[src/include/ufc_consts.vh]
// Register offsets, field positions, reset values for the flow-control block.
`ifndef UFC_CONSTS_VH
`define UFC_CONSTS_VH
`define UFC_OFF_EFR 8'h00
`define UFC_OFF_RES1 8'h04
`define UFC_OFF_RES2 8'h08
`define UFC_OFF_PAU1 8'h0C
`define UFC_OFF_PAU2 8'h10
`define UFC_OFF_MCR 8'h14
`define UFC_OFF_IER 8'h18
`define UFC_OFF_ISR 8'h1C
`define UFC_OFF_MSR 8'h20
`define UFC_OFF_DLL 8'h24
`define UFC_OFF_DLM 8'h28
`define UFC_OFF_LVL 8'h2C
`define UFC_OFF_IST 8'h30
`define UFC_OFF_ICL 8'h34
`define UFC_OFF_IEN 8'h38
`define UFC_EFR_SPEC 5
`define UFC_EFR_ARTS 6
`define UFC_EFR_ACTS 7
`define UFC_MCR_DTR 0
`define UFC_MCR_RTS 1
`define UFC_MCR_OP2 3
`define UFC_IER_SPEC 5
`define UFC_ISR_SPEC 4
`define UFC_CMP_NONE 2'h0
`define UFC_CMP_SECOND 2'h1
`define UFC_CMP_FIRST 2'h2
`define UFC_CMP_BOTH 2'h3
`define UFC_EV_SPEC 0
`define UFC_EV_PAUSE 1
`define UFC_EV_RESUME 2
`define UFC_EV_TRIG 3
`define UFC_RST_BYTE 8'h00
`define UFC_RST_ISR 8'h01
`define UFC_RST_DLL 8'h01
`define UFC_RST_DLM 8'h00
`define UFC_RST_TRIG 6'h08
`define UFC_RST_UPPER 6'h10
`define UFC_RST_LOWER 6'h04
`define UFC_RESP_OKAY 2'h0
`define UFC_RESP_SLVERR 2'h2
`endif

[src/ufc_channel.v]
// Enhanced flow-control logic of one UART channel with an AXI4-Lite slave.
`timescale 1ns/1ns
`include "ufc_consts.vh"
module ufc_channel #(
    parameter CONT_IRQ = 1'b0
) (
    input wire clk_sys,
    input wire rst,
    input wire porRst,
    input wire [7:0] s_axi_awaddr,
    input wire s_axi_awvalid,
    output reg s_axi_awready,
    input wire [31:0] s_axi_wdata,
    input wire [3:0] s_axi_wstrb,
    input wire s_axi_wvalid,
    output reg s_axi_wready,
    output reg [1:0] s_axi_bresp,
    output reg s_axi_bvalid,
    input wire s_axi_bready,
    input wire [7:0] s_axi_araddr,
    input wire s_axi_arvalid,
    output reg s_axi_arready,
    output reg [31:0] s_axi_rdata,
    output reg [1:0] s_axi_rresp,
    output reg s_axi_rvalid,
    input wire s_axi_rready,
    input wire rxCharValid,
    input wire [7:0] rxCharData,
    input wire [5:0] rxFifoLevel,
    output reg rxStoreValid,
    output reg [7:0] rxStoreData,
    output reg pauseSeen,
    output reg resumeSeen,
    input wire ctsN,
    input wire dsrN,
    input wire riN,
    input wire cdN,
    output reg txStartOk,
    output reg rtsN,
    output reg dtrN,
    input wire irqOutputSelect,
    output reg intOut,
    output reg intOe,
    output reg irq,
    output reg [15:0] baudDivisor
);
    reg [7:0] efr_q;
    reg [7:0] resume1_q;
    reg [7:0] resume2_q;
    reg [7:0] pause1_q;
    reg [7:0] pause2_q;
    reg [7:0] mcr_q;
    reg [7:0] ier_q;
    reg specStat_q;
    reg [3:0] msrDelta_q;
    reg [3:0] modemPrev_q;
    reg primed_q;
    reg [5:0] trigLvl_q;
    reg [5:0] upperLvl_q;
    reg [5:0] lowerLvl_q;
    reg [3:0] irqStat_q;
    reg [3:0] irqEn_q;
    reg [5:0] lvlPrev_q;
    reg throttle_q;
    reg [7:0] awAddr_q;
    reg awHave_q;
    reg [31:0] wData_q;
    reg [3:0] wStrb_q;
    reg wHave_q;
    reg [7:0] dll_q;
    reg [7:0] dlm_q;
    reg [31:0] rdVal;
    reg rdHit;
    reg wrHit;
    reg [3:0] ev;
    reg specMatch;
    reg pauseMatch;
    reg resumeMatch;
    reg dropChar;
    reg [3:0] deltaSet;
    wire [3:0] modemNow;
    wire doWrite;
    wire doRead;
    wire wrEn;
    wire [7:0] wByte;
    wire [1:0] cmpSel;

    // Compares a character against one or two programmed characters.
    function pairHit;
        input [7:0] c;
        input [7:0] a;
        input [7:0] b;
        input [1:0] sel;
        begin
            case (sel)
                `UFC_CMP_FIRST: pairHit = (c == a);
                `UFC_CMP_SECOND: pairHit = (c == b);
                `UFC_CMP_BOTH: pairHit = (c == a) || (c == b);
                default: pairHit = 1'b0;
            endcase
        end
    endfunction

    assign modemNow = {cdN, riN, dsrN, ctsN};
    assign doWrite = awHave_q && wHave_q && !s_axi_bvalid;
    assign doRead = s_axi_arvalid && s_axi_arready;
    assign wrEn = doWrite && wStrb_q[0];
    assign wByte = wData_q[7:0];
    assign cmpSel = efr_q[1:0];

    // Character classification of each received byte.
    always @* begin
        specMatch = efr_q[`UFC_EFR_SPEC] && (rxCharData == pause2_q);
        pauseMatch = pairHit(rxCharData, pause1_q, pause2_q, cmpSel);
        resumeMatch = pairHit(rxCharData, resume1_q, resume2_q, cmpSel);
        // In first-pair mode the special match is independent and stored.
        dropChar = pauseMatch || resumeMatch;
        if (specMatch && cmpSel == `UFC_CMP_FIRST) begin
            dropChar = 1'b0;
        end
        if (specMatch && cmpSel == `UFC_CMP_NONE) begin
            dropChar = 1'b0;
        end
    end

    // Event sources for the sticky interrupt status.
    always @* begin
        ev = 4'h0;
        ev[`UFC_EV_SPEC] = rxCharValid && specMatch && ier_q[`UFC_IER_SPEC];
        ev[`UFC_EV_PAUSE] = rxCharValid && pauseMatch;
        ev[`UFC_EV_RESUME] = rxCharValid && resumeMatch;
        ev[`UFC_EV_TRIG] = efr_q[`UFC_EFR_ARTS] && (rxFifoLevel >= trigLvl_q)
            && (lvlPrev_q < trigLvl_q);
        deltaSet = 4'h0;
        if (primed_q) begin
            deltaSet[0] = modemNow[0] ^ modemPrev_q[0];
            deltaSet[1] = modemNow[1] ^ modemPrev_q[1];
            deltaSet[2] = modemNow[2] && !modemPrev_q[2];
            deltaSet[3] = modemNow[3] ^ modemPrev_q[3];
        end
    end

    // Register read multiplexer.
    always @* begin
        rdVal = 32'h00000000;
        rdHit = 1'b1;
        case (s_axi_araddr)
            `UFC_OFF_EFR: rdVal[7:0] = efr_q;
            `UFC_OFF_RES1: rdVal[7:0] = resume1_q;
            `UFC_OFF_RES2: rdVal[7:0] = resume2_q;
            `UFC_OFF_PAU1: rdVal[7:0] = pause1_q;
            `UFC_OFF_PAU2: rdVal[7:0] = pause2_q;
            `UFC_OFF_MCR: rdVal[7:0] = mcr_q;
            `UFC_OFF_IER: rdVal[7:0] = ier_q;
            `UFC_OFF_ISR: rdVal[7:0] = {3'h0, specStat_q, 3'h0, ~irq};
            `UFC_OFF_MSR: rdVal[7:0] = {~modemNow, msrDelta_q};
            `UFC_OFF_DLL: rdVal[7:0] = dll_q;
            `UFC_OFF_DLM: rdVal[7:0] = dlm_q;
            `UFC_OFF_LVL: rdVal[21:0] = {lowerLvl_q, 2'h0, upperLvl_q,
                2'h0, trigLvl_q};
            `UFC_OFF_IST: rdVal[3:0] = irqStat_q;
            `UFC_OFF_ICL: rdVal = 32'h00000000;
            `UFC_OFF_IEN: rdVal[3:0] = irqEn_q;
            default: rdHit = 1'b0;
        endcase
    end

    // Write address decode.
    always @* begin
        case (awAddr_q)
            `UFC_OFF_EFR, `UFC_OFF_RES1, `UFC_OFF_RES2, `UFC_OFF_PAU1,
            `UFC_OFF_PAU2, `UFC_OFF_MCR, `UFC_OFF_IER, `UFC_OFF_DLL,
            `UFC_OFF_DLM, `UFC_OFF_LVL, `UFC_OFF_ICL,
            `UFC_OFF_IEN: wrHit = 1'b1;
            default: wrHit = 1'b0;
        endcase
    end

    // Divisor is set to 0x0001 only by the power-up reset.
    always @(posedge clk_sys or posedge porRst) begin
        if (porRst) begin
            dll_q <= `UFC_RST_DLL;
            dlm_q <= `UFC_RST_DLM;
            baudDivisor <= {`UFC_RST_DLM, `UFC_RST_DLL};
        end else begin
            if (wrEn && awAddr_q == `UFC_OFF_DLL) begin
                dll_q <= wByte;
            end
            if (wrEn && awAddr_q == `UFC_OFF_DLM) begin
                dlm_q <= wByte;
            end
            baudDivisor <= {dlm_q, dll_q};
        end
    end

    // Interrupt pin enable is the select input OR MCR OP2 OR CONT_IRQ, also during reset.
    always @(posedge clk_sys) begin
        intOe <= CONT_IRQ | irqOutputSelect | mcr_q[`UFC_MCR_OP2];
    end

    always @(posedge clk_sys or posedge rst) begin
        if (rst) begin
            s_axi_awready <= 1'b0;
            s_axi_wready <= 1'b0;
            s_axi_bvalid <= 1'b0;
            s_axi_bresp <= `UFC_RESP_OKAY;
            s_axi_arready <= 1'b0;
            s_axi_rvalid <= 1'b0;
            s_axi_rresp <= `UFC_RESP_OKAY;
            s_axi_rdata <= 32'h00000000;
            awAddr_q <= 8'h00;
            awHave_q <= 1'b0;
            wData_q <= 32'h00000000;
            wStrb_q <= 4'h0;
            wHave_q <= 1'b0;
            efr_q <= `UFC_RST_BYTE;
            resume1_q <= `UFC_RST_BYTE;
            resume2_q <= `UFC_RST_BYTE;
            pause1_q <= `UFC_RST_BYTE;
            pause2_q <= `UFC_RST_BYTE;
            mcr_q <= `UFC_RST_BYTE;
            ier_q <= `UFC_RST_BYTE;
            specStat_q <= 1'b0;
            msrDelta_q <= 4'h0;
            modemPrev_q <= 4'hF;
            primed_q <= 1'b0;
            trigLvl_q <= `UFC_RST_TRIG;
            upperLvl_q <= `UFC_RST_UPPER;
            lowerLvl_q <= `UFC_RST_LOWER;
            irqStat_q <= 4'h0;
            irqEn_q <= 4'h0;
            lvlPrev_q <= 6'h00;
            throttle_q <= 1'b0;
            rxStoreValid <= 1'b0;
            rxStoreData <= 8'h00;
            pauseSeen <= 1'b0;
            resumeSeen <= 1'b0;
            txStartOk <= 1'b1;
            rtsN <= 1'b1;
            dtrN <= 1'b1;
            intOut <= 1'b0;
            irq <= 1'b0;
        end else begin
            // Address and data channels are accepted independently.
            s_axi_awready <= !awHave_q && !s_axi_awready && !doWrite
                && !s_axi_bvalid;
            s_axi_wready <= !wHave_q && !s_axi_wready && !doWrite
                && !s_axi_bvalid;
            if (s_axi_awvalid && s_axi_awready) begin
                awAddr_q <= s_axi_awaddr;
                awHave_q <= 1'b1;
            end
            if (s_axi_wvalid && s_axi_wready) begin
                wData_q <= s_axi_wdata;
                wStrb_q <= s_axi_wstrb;
                wHave_q <= 1'b1;
            end
            if (doWrite) begin
                awHave_q <= 1'b0;
                wHave_q <= 1'b0;
                s_axi_bvalid <= 1'b1;
                s_axi_bresp <= wrHit ? `UFC_RESP_OKAY : `UFC_RESP_SLVERR;
            end else if (s_axi_bvalid && s_axi_bready) begin
                s_axi_bvalid <= 1'b0;
            end
            s_axi_arready <= !s_axi_rvalid && !s_axi_arready;
            if (doRead) begin
                s_axi_rvalid <= 1'b1;
                s_axi_rdata <= rdVal;
                s_axi_rresp <= rdHit ? `UFC_RESP_OKAY : `UFC_RESP_SLVERR;
            end else if (s_axi_rvalid && s_axi_rready) begin
                s_axi_rvalid <= 1'b0;
            end
            if (wrEn) begin
                case (awAddr_q)
                    `UFC_OFF_EFR: efr_q <= wByte;
                    `UFC_OFF_RES1: resume1_q <= wByte;
                    `UFC_OFF_RES2: resume2_q <= wByte;
                    `UFC_OFF_PAU1: pause1_q <= wByte;
                    `UFC_OFF_PAU2: pause2_q <= wByte;
                    `UFC_OFF_MCR: mcr_q <= wByte;
                    `UFC_OFF_IER: ier_q <= wByte;
                    `UFC_OFF_LVL: begin
                        trigLvl_q <= wData_q[5:0];
                        upperLvl_q <= wData_q[13:8];
                        lowerLvl_q <= wData_q[21:16];
                    end
                    `UFC_OFF_IEN: irqEn_q <= wData_q[3:0];
                    default: irqEn_q <= irqEn_q;
                endcase
            end
            // Sticky status: a new event wins over a clear.
            if (wrEn && awAddr_q == `UFC_OFF_ICL) begin
                irqStat_q <= (irqStat_q & ~wData_q[3:0]) | ev;
            end else begin
                irqStat_q <= irqStat_q | ev;
            end
            irq <= |(irqStat_q & irqEn_q);
            intOut <= |(irqStat_q & irqEn_q);
            if (rxCharValid && specMatch) begin
                specStat_q <= 1'b1;
            end else if (doRead && s_axi_araddr == `UFC_OFF_ISR) begin
                specStat_q <= 1'b0;
            end
            primed_q <= 1'b1;
            modemPrev_q <= modemNow;
            if (doRead && s_axi_araddr == `UFC_OFF_MSR) begin
                msrDelta_q <= deltaSet;
            end else begin
                msrDelta_q <= msrDelta_q | deltaSet;
            end
            // In second-pair mode a matched pause character is dropped.
            rxStoreValid <= rxCharValid && !dropChar;
            rxStoreData <= rxCharData;
            pauseSeen <= rxCharValid && pauseMatch;
            resumeSeen <= rxCharValid && resumeMatch;
            lvlPrev_q <= rxFifoLevel;
            if (!efr_q[`UFC_EFR_ARTS] || !mcr_q[`UFC_MCR_RTS]) begin
                throttle_q <= 1'b0;
            end else if (rxFifoLevel >= upperLvl_q) begin
                throttle_q <= 1'b1;
            end else if (rxFifoLevel < lowerLvl_q) begin
                throttle_q <= 1'b0;
            end
            if (efr_q[`UFC_EFR_ARTS] && mcr_q[`UFC_MCR_RTS]) begin
                rtsN <= throttle_q;
            end else begin
                rtsN <= !mcr_q[`UFC_MCR_RTS];
            end
            dtrN <= !mcr_q[`UFC_MCR_DTR];
            // The shifter samples this only at a character start.
            txStartOk <= !(efr_q[`UFC_EFR_ACTS] && ctsN);
        end
    end
endmodule

[config.mk]
export PLATFORM = sky130hd
export DESIGN_NAME = ufc_channel
export DESIGN_NICKNAME = d
export VERILOG_FILES = /design/src/ufc_channel.v
export VERILOG_INCLUDE_DIRS = /design/src /design/src/include
export SDC_FILE = /design/constraint.sdc
export NUM_CORES = 1
export LEC_CHECK = 0
export BUFFER_PORTS_ARGS = -buffer_cell sky130_fd_sc_hd__buf_4
export CAP_MARGIN = 20
export CORE_AREA = 2 2 179 181
export DETAILED_ROUTE_END_ITERATION = 7
export DIE_AREA = 0 0 181 183
export PLACE_DENSITY = 0.58
export SYNTH_ARGS = -nofsm -noshare
export SYNTH_HDL_FRONTEND = slang
export SYNTH_SLANG_ARGS = --single-unit
[constraint.sdc]
create_clock -name clk_sys -period 11.7 [get_ports clk_sys]
set_clock_uncertainty 0.05 [all_clocks]
set_input_delay 0 -clock clk_sys [delete_from_list [all_inputs] [get_ports clk_sys]]
set_output_delay 0 -clock clk_sys [all_outputs]
set_load 0.1 [all_outputs]
* Word-level counts from Yosys, hierarchy flattened *
Index checks and enable logic that the tools add are counted.

storage, ports and cells
  output and inout port bits = 74
  register bits after elaboration = 211
  word-level logic and storage cells = 191

cells by class
  $lt $le $gt $ge = 4
  eq/ne operators = 32
  reduce and logical (&&, ||, !) cells = 72
  bitwise operators = 12
  muxes and demuxes = 28

operators by type and width
  kind                                                                    number
  8-bit by 6-bit equality test with 1-bit output (second input constant)  12
  8-bit by 5-bit equality test with 1-bit output (second input constant)  7
  4-bit one-hot mux with 14 select lines                                  1
  4-bit one-hot mux with 12 select lines                                  1
  1-bit logical AND                                                       33
  8-bit by 4-bit equality test with 1-bit output (second input constant)  4
  8-bit equality test                                                     4
  1-bit two-way mux                                                       18
  2-bit AND reduction                                                     9
  8-bit by 3-bit equality test with 1-bit output (second input constant)  2
  8-bit zero test                                                         2
  15-bit OR reduction                                                     1
  1-bit zero test                                                         14
  14-bit two-way mux                                                      1
  6-bit greater-or-equal comparator                                       2
  6-bit less-than comparator                                              2
  4-bit two-way mux                                                       3
  4-bit OR                                                                3
  12-bit OR reduction                                                     1
  2-bit nonzero test                                                      5
  4-bit AND                                                               2
  4-bit inverter                                                          2
  1-bit one-hot mux with 3 select lines                                   2
  2-bit equality test (second input constant)                             2
  other kinds (9)                                                         15

* Longest topological paths before layout *
  depth in word-level cells = 8
  gate-level depth with buffers = 8

* Worst setup path after synthesis *
Ideal clock, no wire load.

  kind = register to register
  start = reg s_axi_bvalid
  end = reg resume2_q[0], in the netlist pairHit.b[0]
  setup time = 125 ps
  buffers on the path = 2
  path slack = 9064 ps
  cell stages (with the launch flop) = 8
  period minus slack after synthesis = 2636 ps
  data arrival time = 2462 ps
  path through = dfrtp_1 > and3b_1 > buf_2 > nand3_2 > or3b_1 > buf_2 > nor3_4 > mux2_2

on the way
  word-level cells in the longest chain between the ends = 4

ends and longest elaborated chain
  element                               RTL line           RTL
  start: declaration                    ufc_channel.v:18   output reg s_axi_bvalid,
  start signal: assignment              ufc_channel.v:205  s_axi_bvalid <= 1'b0;
  start signal: assignment              ufc_channel.v:261  s_axi_bvalid <= 1'b1;
  start signal: assignment              ufc_channel.v:264  s_axi_bvalid <= 1'b0;
  1-bit zero test                       ufc_channel.v:105  assign doWrite = awHave_q && wHave_q && !s_axi_bvalid;
  1-bit logical AND                     ufc_channel.v:105
  1-bit logical AND                     ufc_channel.v:107  assign wrEn = doWrite && wStrb_q[0];
  2-bit AND reduction (no source line)  n/a
  end signal: assignment                ufc_channel.v:218  resume2_q <= `UFC_RST_BYTE;
  end signal: assignment                ufc_channel.v:278  `UFC_OFF_RES2: resume2_q <= wByte;
  end: declaration                      ufc_channel.v:49   reg [7:0] resume2_q;

Every way passes these cells.
A chain may end at the register's enable or synchronous reset.

* Worst setup path after layout *
  start = in s_axi_araddr[4]
  end = reg s_axi_rdata[5]

on the way
  word-level cells in the longest chain between the ends = 2
  elaborated cells between the ends (all ways) = 13

ends and longest elaborated chain
  element                                                                       RTL line           RTL
  start: declaration                                                            ufc_channel.v:20   input wire [7:0] s_axi_araddr,
  8-bit by 6-bit equality test with 1-bit output, or another cell as far along  ufc_channel.v:147  case (s_axi_araddr)
  4-bit one-hot mux with 12 select lines *                                      ufc_channel.v:147
  end signal: assignment                                                        ufc_channel.v:269  s_axi_rdata <= rdVal;
  end: declaration                                                              ufc_channel.v:23   output reg [31:0] s_axi_rdata,

Every way passes the cells marked *; elsewhere a longest branch is shown, timed or not.

==> key figures <==
Global route
  – Largest net degree at the start of global routing: about 100
  – Vias in the first global route: just under 7000
  – M2 GR Usage: 0.252
  – GRT busiest layer: met2
  – Met3 track demand over resource: 0.0238
  – Initial antenna violation count: 0
  – M1 GR Usage: 0.206
  – Global route total overflow: 0
  – Tot GR Track Use: 0.152
  – First-pass GRT wire length: between 30000 and 40000 um

Logic synthesis
  – Primary FF master, synth: dfrtp_1
  – Synth Instances: 734
  – Synth warn: 0
  – Post-synthesis cell area: roughly 0.009 mm2
  – Library cells used by synthesis: 62
  – Post-synth EDFFs: 0
  – Register area share after synthesis: 0.557
  – Ys async rst share: 0.995
  – #FFs+latches synth: between 200 and 250
  – Syn_area_per_cell: roughly 13 um2

Placement
  – HPWL reported at the end of detailed placement: 17300 um
  – Dpl ws: roughly 9.1 ns
  – Number of port buffers: 124
  – GPL Wtd Cong: 0.854

STA
  – Max_slew headroom: 0.288
  – RSZ-0062 raised after global routing: no
  – Final min period: ~2.8 ns
  – Fmax achieved: ~350 MHz
  – Setup slack after layout: 8.86 ns
  – Worst-margin pin slew: between 1 and 1.5 ns
  – Slew Viols, Final: 0
  – Final hold vios: 0
  – Post-Route Setup TNS: 0 ns
  – Final period util: 0.243
  – Setup violators final: 0

Route
  – DR iter-0 viols: 375
  – Wirelength per Cell: about 19 um
  – Antenna-violating nets left: 0
  – Drt drc: 0
  – DRT Wirelength: approximately 25000 um
  – Vias/cell: a little under 5
  – Via count: roughly 6500
  – DRT Pass-1 Iters: 4

Die
  – Rows: 65
  – Core ar.: 0.0312 mm2
  – Die Span X: roughly 180 um
  – DIE HEIGHT: between 150 and 200 um
  – Initial core utilization: 0.295
  – IO Pins: 154
  – Full die area: ~0.033 mm2

Cells and area
  – Area growth, synth to finish: 30.8%
  – Fin util: 0.386
  – Layout cells sized above 1: 0.337
  – Commonest non-fill, non-tap cells in the layout: dfrtp_1 (192), buf_4 (131), mux2_2 (110)
  – Antenna Diode Count: 0
  – Nets: approximately 1000
  – Most common cell after layout, fill and taps aside: dfrtp_1

Critical path
  – Setup slack, reg-to-reg: 9.13 ns
  – Critical Path Source Type: primary input
  – Required time worst endpoint: 12.13 ns
  – WS Path Type: in2reg
  – Worst r2r dst: mcr_q[3]
  – Crit path capture type: register
  – Critical path fanouts, max: 17
  – FF-to-FF path depth: 4
  – R2R Path Start: s_axi_bvalid
  – WP data arrival: around 3.3 ns

Clock tree
  – Bufs on Longest Clock Path: 3
  – PostCTS Resize Cnt: 0
  – Inserted Clock Buffers: 26
  – Clock transition at path regs: about 0.060 ns
  – Setup Fix Bufs, Post-CTS: 0
  – Hold buffers post-CTS: ~70
  – Clock sinks: 205
  – Htree depth: 1
  – Clk_lat worst skew: approximately 0.54 ns
  – Clock root buffer: clkbuf_16
  – CTS tree: done

Status
  – Status: completed

Power and ir drop
  – Combinational power share: 0.197
  – Sequential share of power: 0.442
  – Psw: just over 0.0007 W
  – Clock network fraction of total power: 0.362
  – Power density over the cells: roughly 180 mW/mm2
  – Peak supply drop: roughly 190 uV
  – Switching Fraction: 0.335
  – LEAKAGE: around 5.5 nW
  – Internal: approximately 0.0014 W
  – Final Power: 0.00215 W

Hold path
  – Hold Path Class: in2reg
  – Worst Hold Path EP: wHave_q
  – Hold Crit Depth: 4
  – HP Start: s_axi_wvalid

Job
  – Max cap viols: 0
critical path: stages:
cell	delay [ns]
dlygate4sd3_1	0.55
buf_4	0.25
nor2b_1	0.62
a22oi_1	0.19
o22ai_1	0.22
nand3_1	0.09
dlygate4sd3_1	0.59
a32oi_1	0.17
dlygate4sd3_1	0.57
metrics by stage:
step,hold slack [ns],cells,cell area (um2)
finish,0.00491,1348,12100
global route,0.0636,1348,12100
CTS,0.0135,1347,12100
detailed placement,0.0701,1230,10500
global placement,0.0699,1230,10500
floorplan,-0.0455,747,9270
registers in the layout (all words and copies together) (netlist names), 8 cells and up:
| register | count |
|---|---|
| awAddr_q | 8 |
| baudDivisor | 16 |
| dll_q | 8 |
| dlm_q | 8 |
| efr_q | 8 |
| ier_q | 8 |
| mcr_q | 8 |
| pairHit.a | 8 |
| pairHit.b | 8 |
| pause1_q | 8 |
| pause2_q | 8 |
| rxStoreData | 8 |
| s_axi_rdata | 20 |
| wData_q | 20 |
layer usage:
layer,share of wire,wire length (um)
met1,0.45,11400
met2,0.47,11800
met3,0.050,1250
met4,0.027,683
met5,0,0
synth_stat cells (9+ instances only):
| cell type | n | area share |
|---|---|---|
| a21oi_1 | 12 | 0.0065 |
| a22o_1 | 23 | 0.022 |
| a22oi_1 | 10 | 0.0081 |
| buf_4 | 15 | 0.012 |
| clkbuf_1 | 24 | 0.0098 |
| dfrtp_1 | 192 | 0.52 |
| dfstp_2 | 12 | 0.034 |
| ha_1 | 22 | 0.030 |
| inv_1 | 31 | 0.013 |
| mux2_2 | 110 | 0.13 |
| mux2i_1 | 13 | 0.014 |
| nand2_1 | 51 | 0.021 |
| nand3_1 | 11 | 0.0060 |
| nand4_1 | 9 | 0.0061 |
| nor2_1 | 12 | 0.0049 |
| nor3_1 | 9 | 0.0049 |
| o21ai_0 | 37 | 0.020 |
| xnor2_1 | 21 | 0.020 |
| xor2_1 | 14 | 0.013 |
power by group through the flow:
stage | Sequential, W | Combinational, W | Clock (W)
after CTS | 0.000948 | 0.000426 | 0.000797
after detailed placement | 0.000960 | 0.000405 | 0
final | 0.000949 | 0.000422 | 0.000777
after global placement | 0.000958 | 0.000400 | 0
after global routing | 0.000966 | 0.000452 | 0.000826
after floorplan | 0.000994 | 0.000233 | 0
worst max path at each step:
stage / startpoint / to / slack (ns) / depth (start not counted)
floorplan: rst / awAddr_q[0] / 7.01 / 1
global placement: s_axi_araddr[5] / s_axi_rdata[16] / 9.07 / 5
detailed placement: s_axi_bvalid / mcr_q[3] / 9.11 / 4
CTS: s_axi_araddr[4] / s_axi_rdata[5] / 8.92 / 9
global route: s_axi_araddr[4] / s_axi_rdata[5] / 8.67 / 9
finish: s_axi_araddr[4] / s_axi_rdata[5] / 8.86 / 9
final cells by class:
cell class,count,area [um2]
Clock buffer,38,776
Clock inverter,10,76.3
Fill cell,3045,19200
Inverter,31,121
Multi-Input combinational cell,462,3770
Sequential cell,205,5140
Tap cell,402,503
Timing Repair Buffer,200,1670
cell families after synthesis:
| kind of cell | Yosys count | synth area share |
|---|---|---|
| AO/OA/AOI/OAI | 123 | 0.0931 |
| flip-flops | 205 | 0.557 |
| AND/OR/NAND/NOR | 138 | 0.0832 |
| XOR/XNOR | 35 | 0.0332 |
| other | 2 | 0.000814 |
| buffers and inverters | 80 | 0.0396 |
| multiplexers | 129 | 0.163 |
| adder cells (fa/ha/maj) | 22 | 0.0298 |
Note: power is estimated with default switching activity, not from simulation.
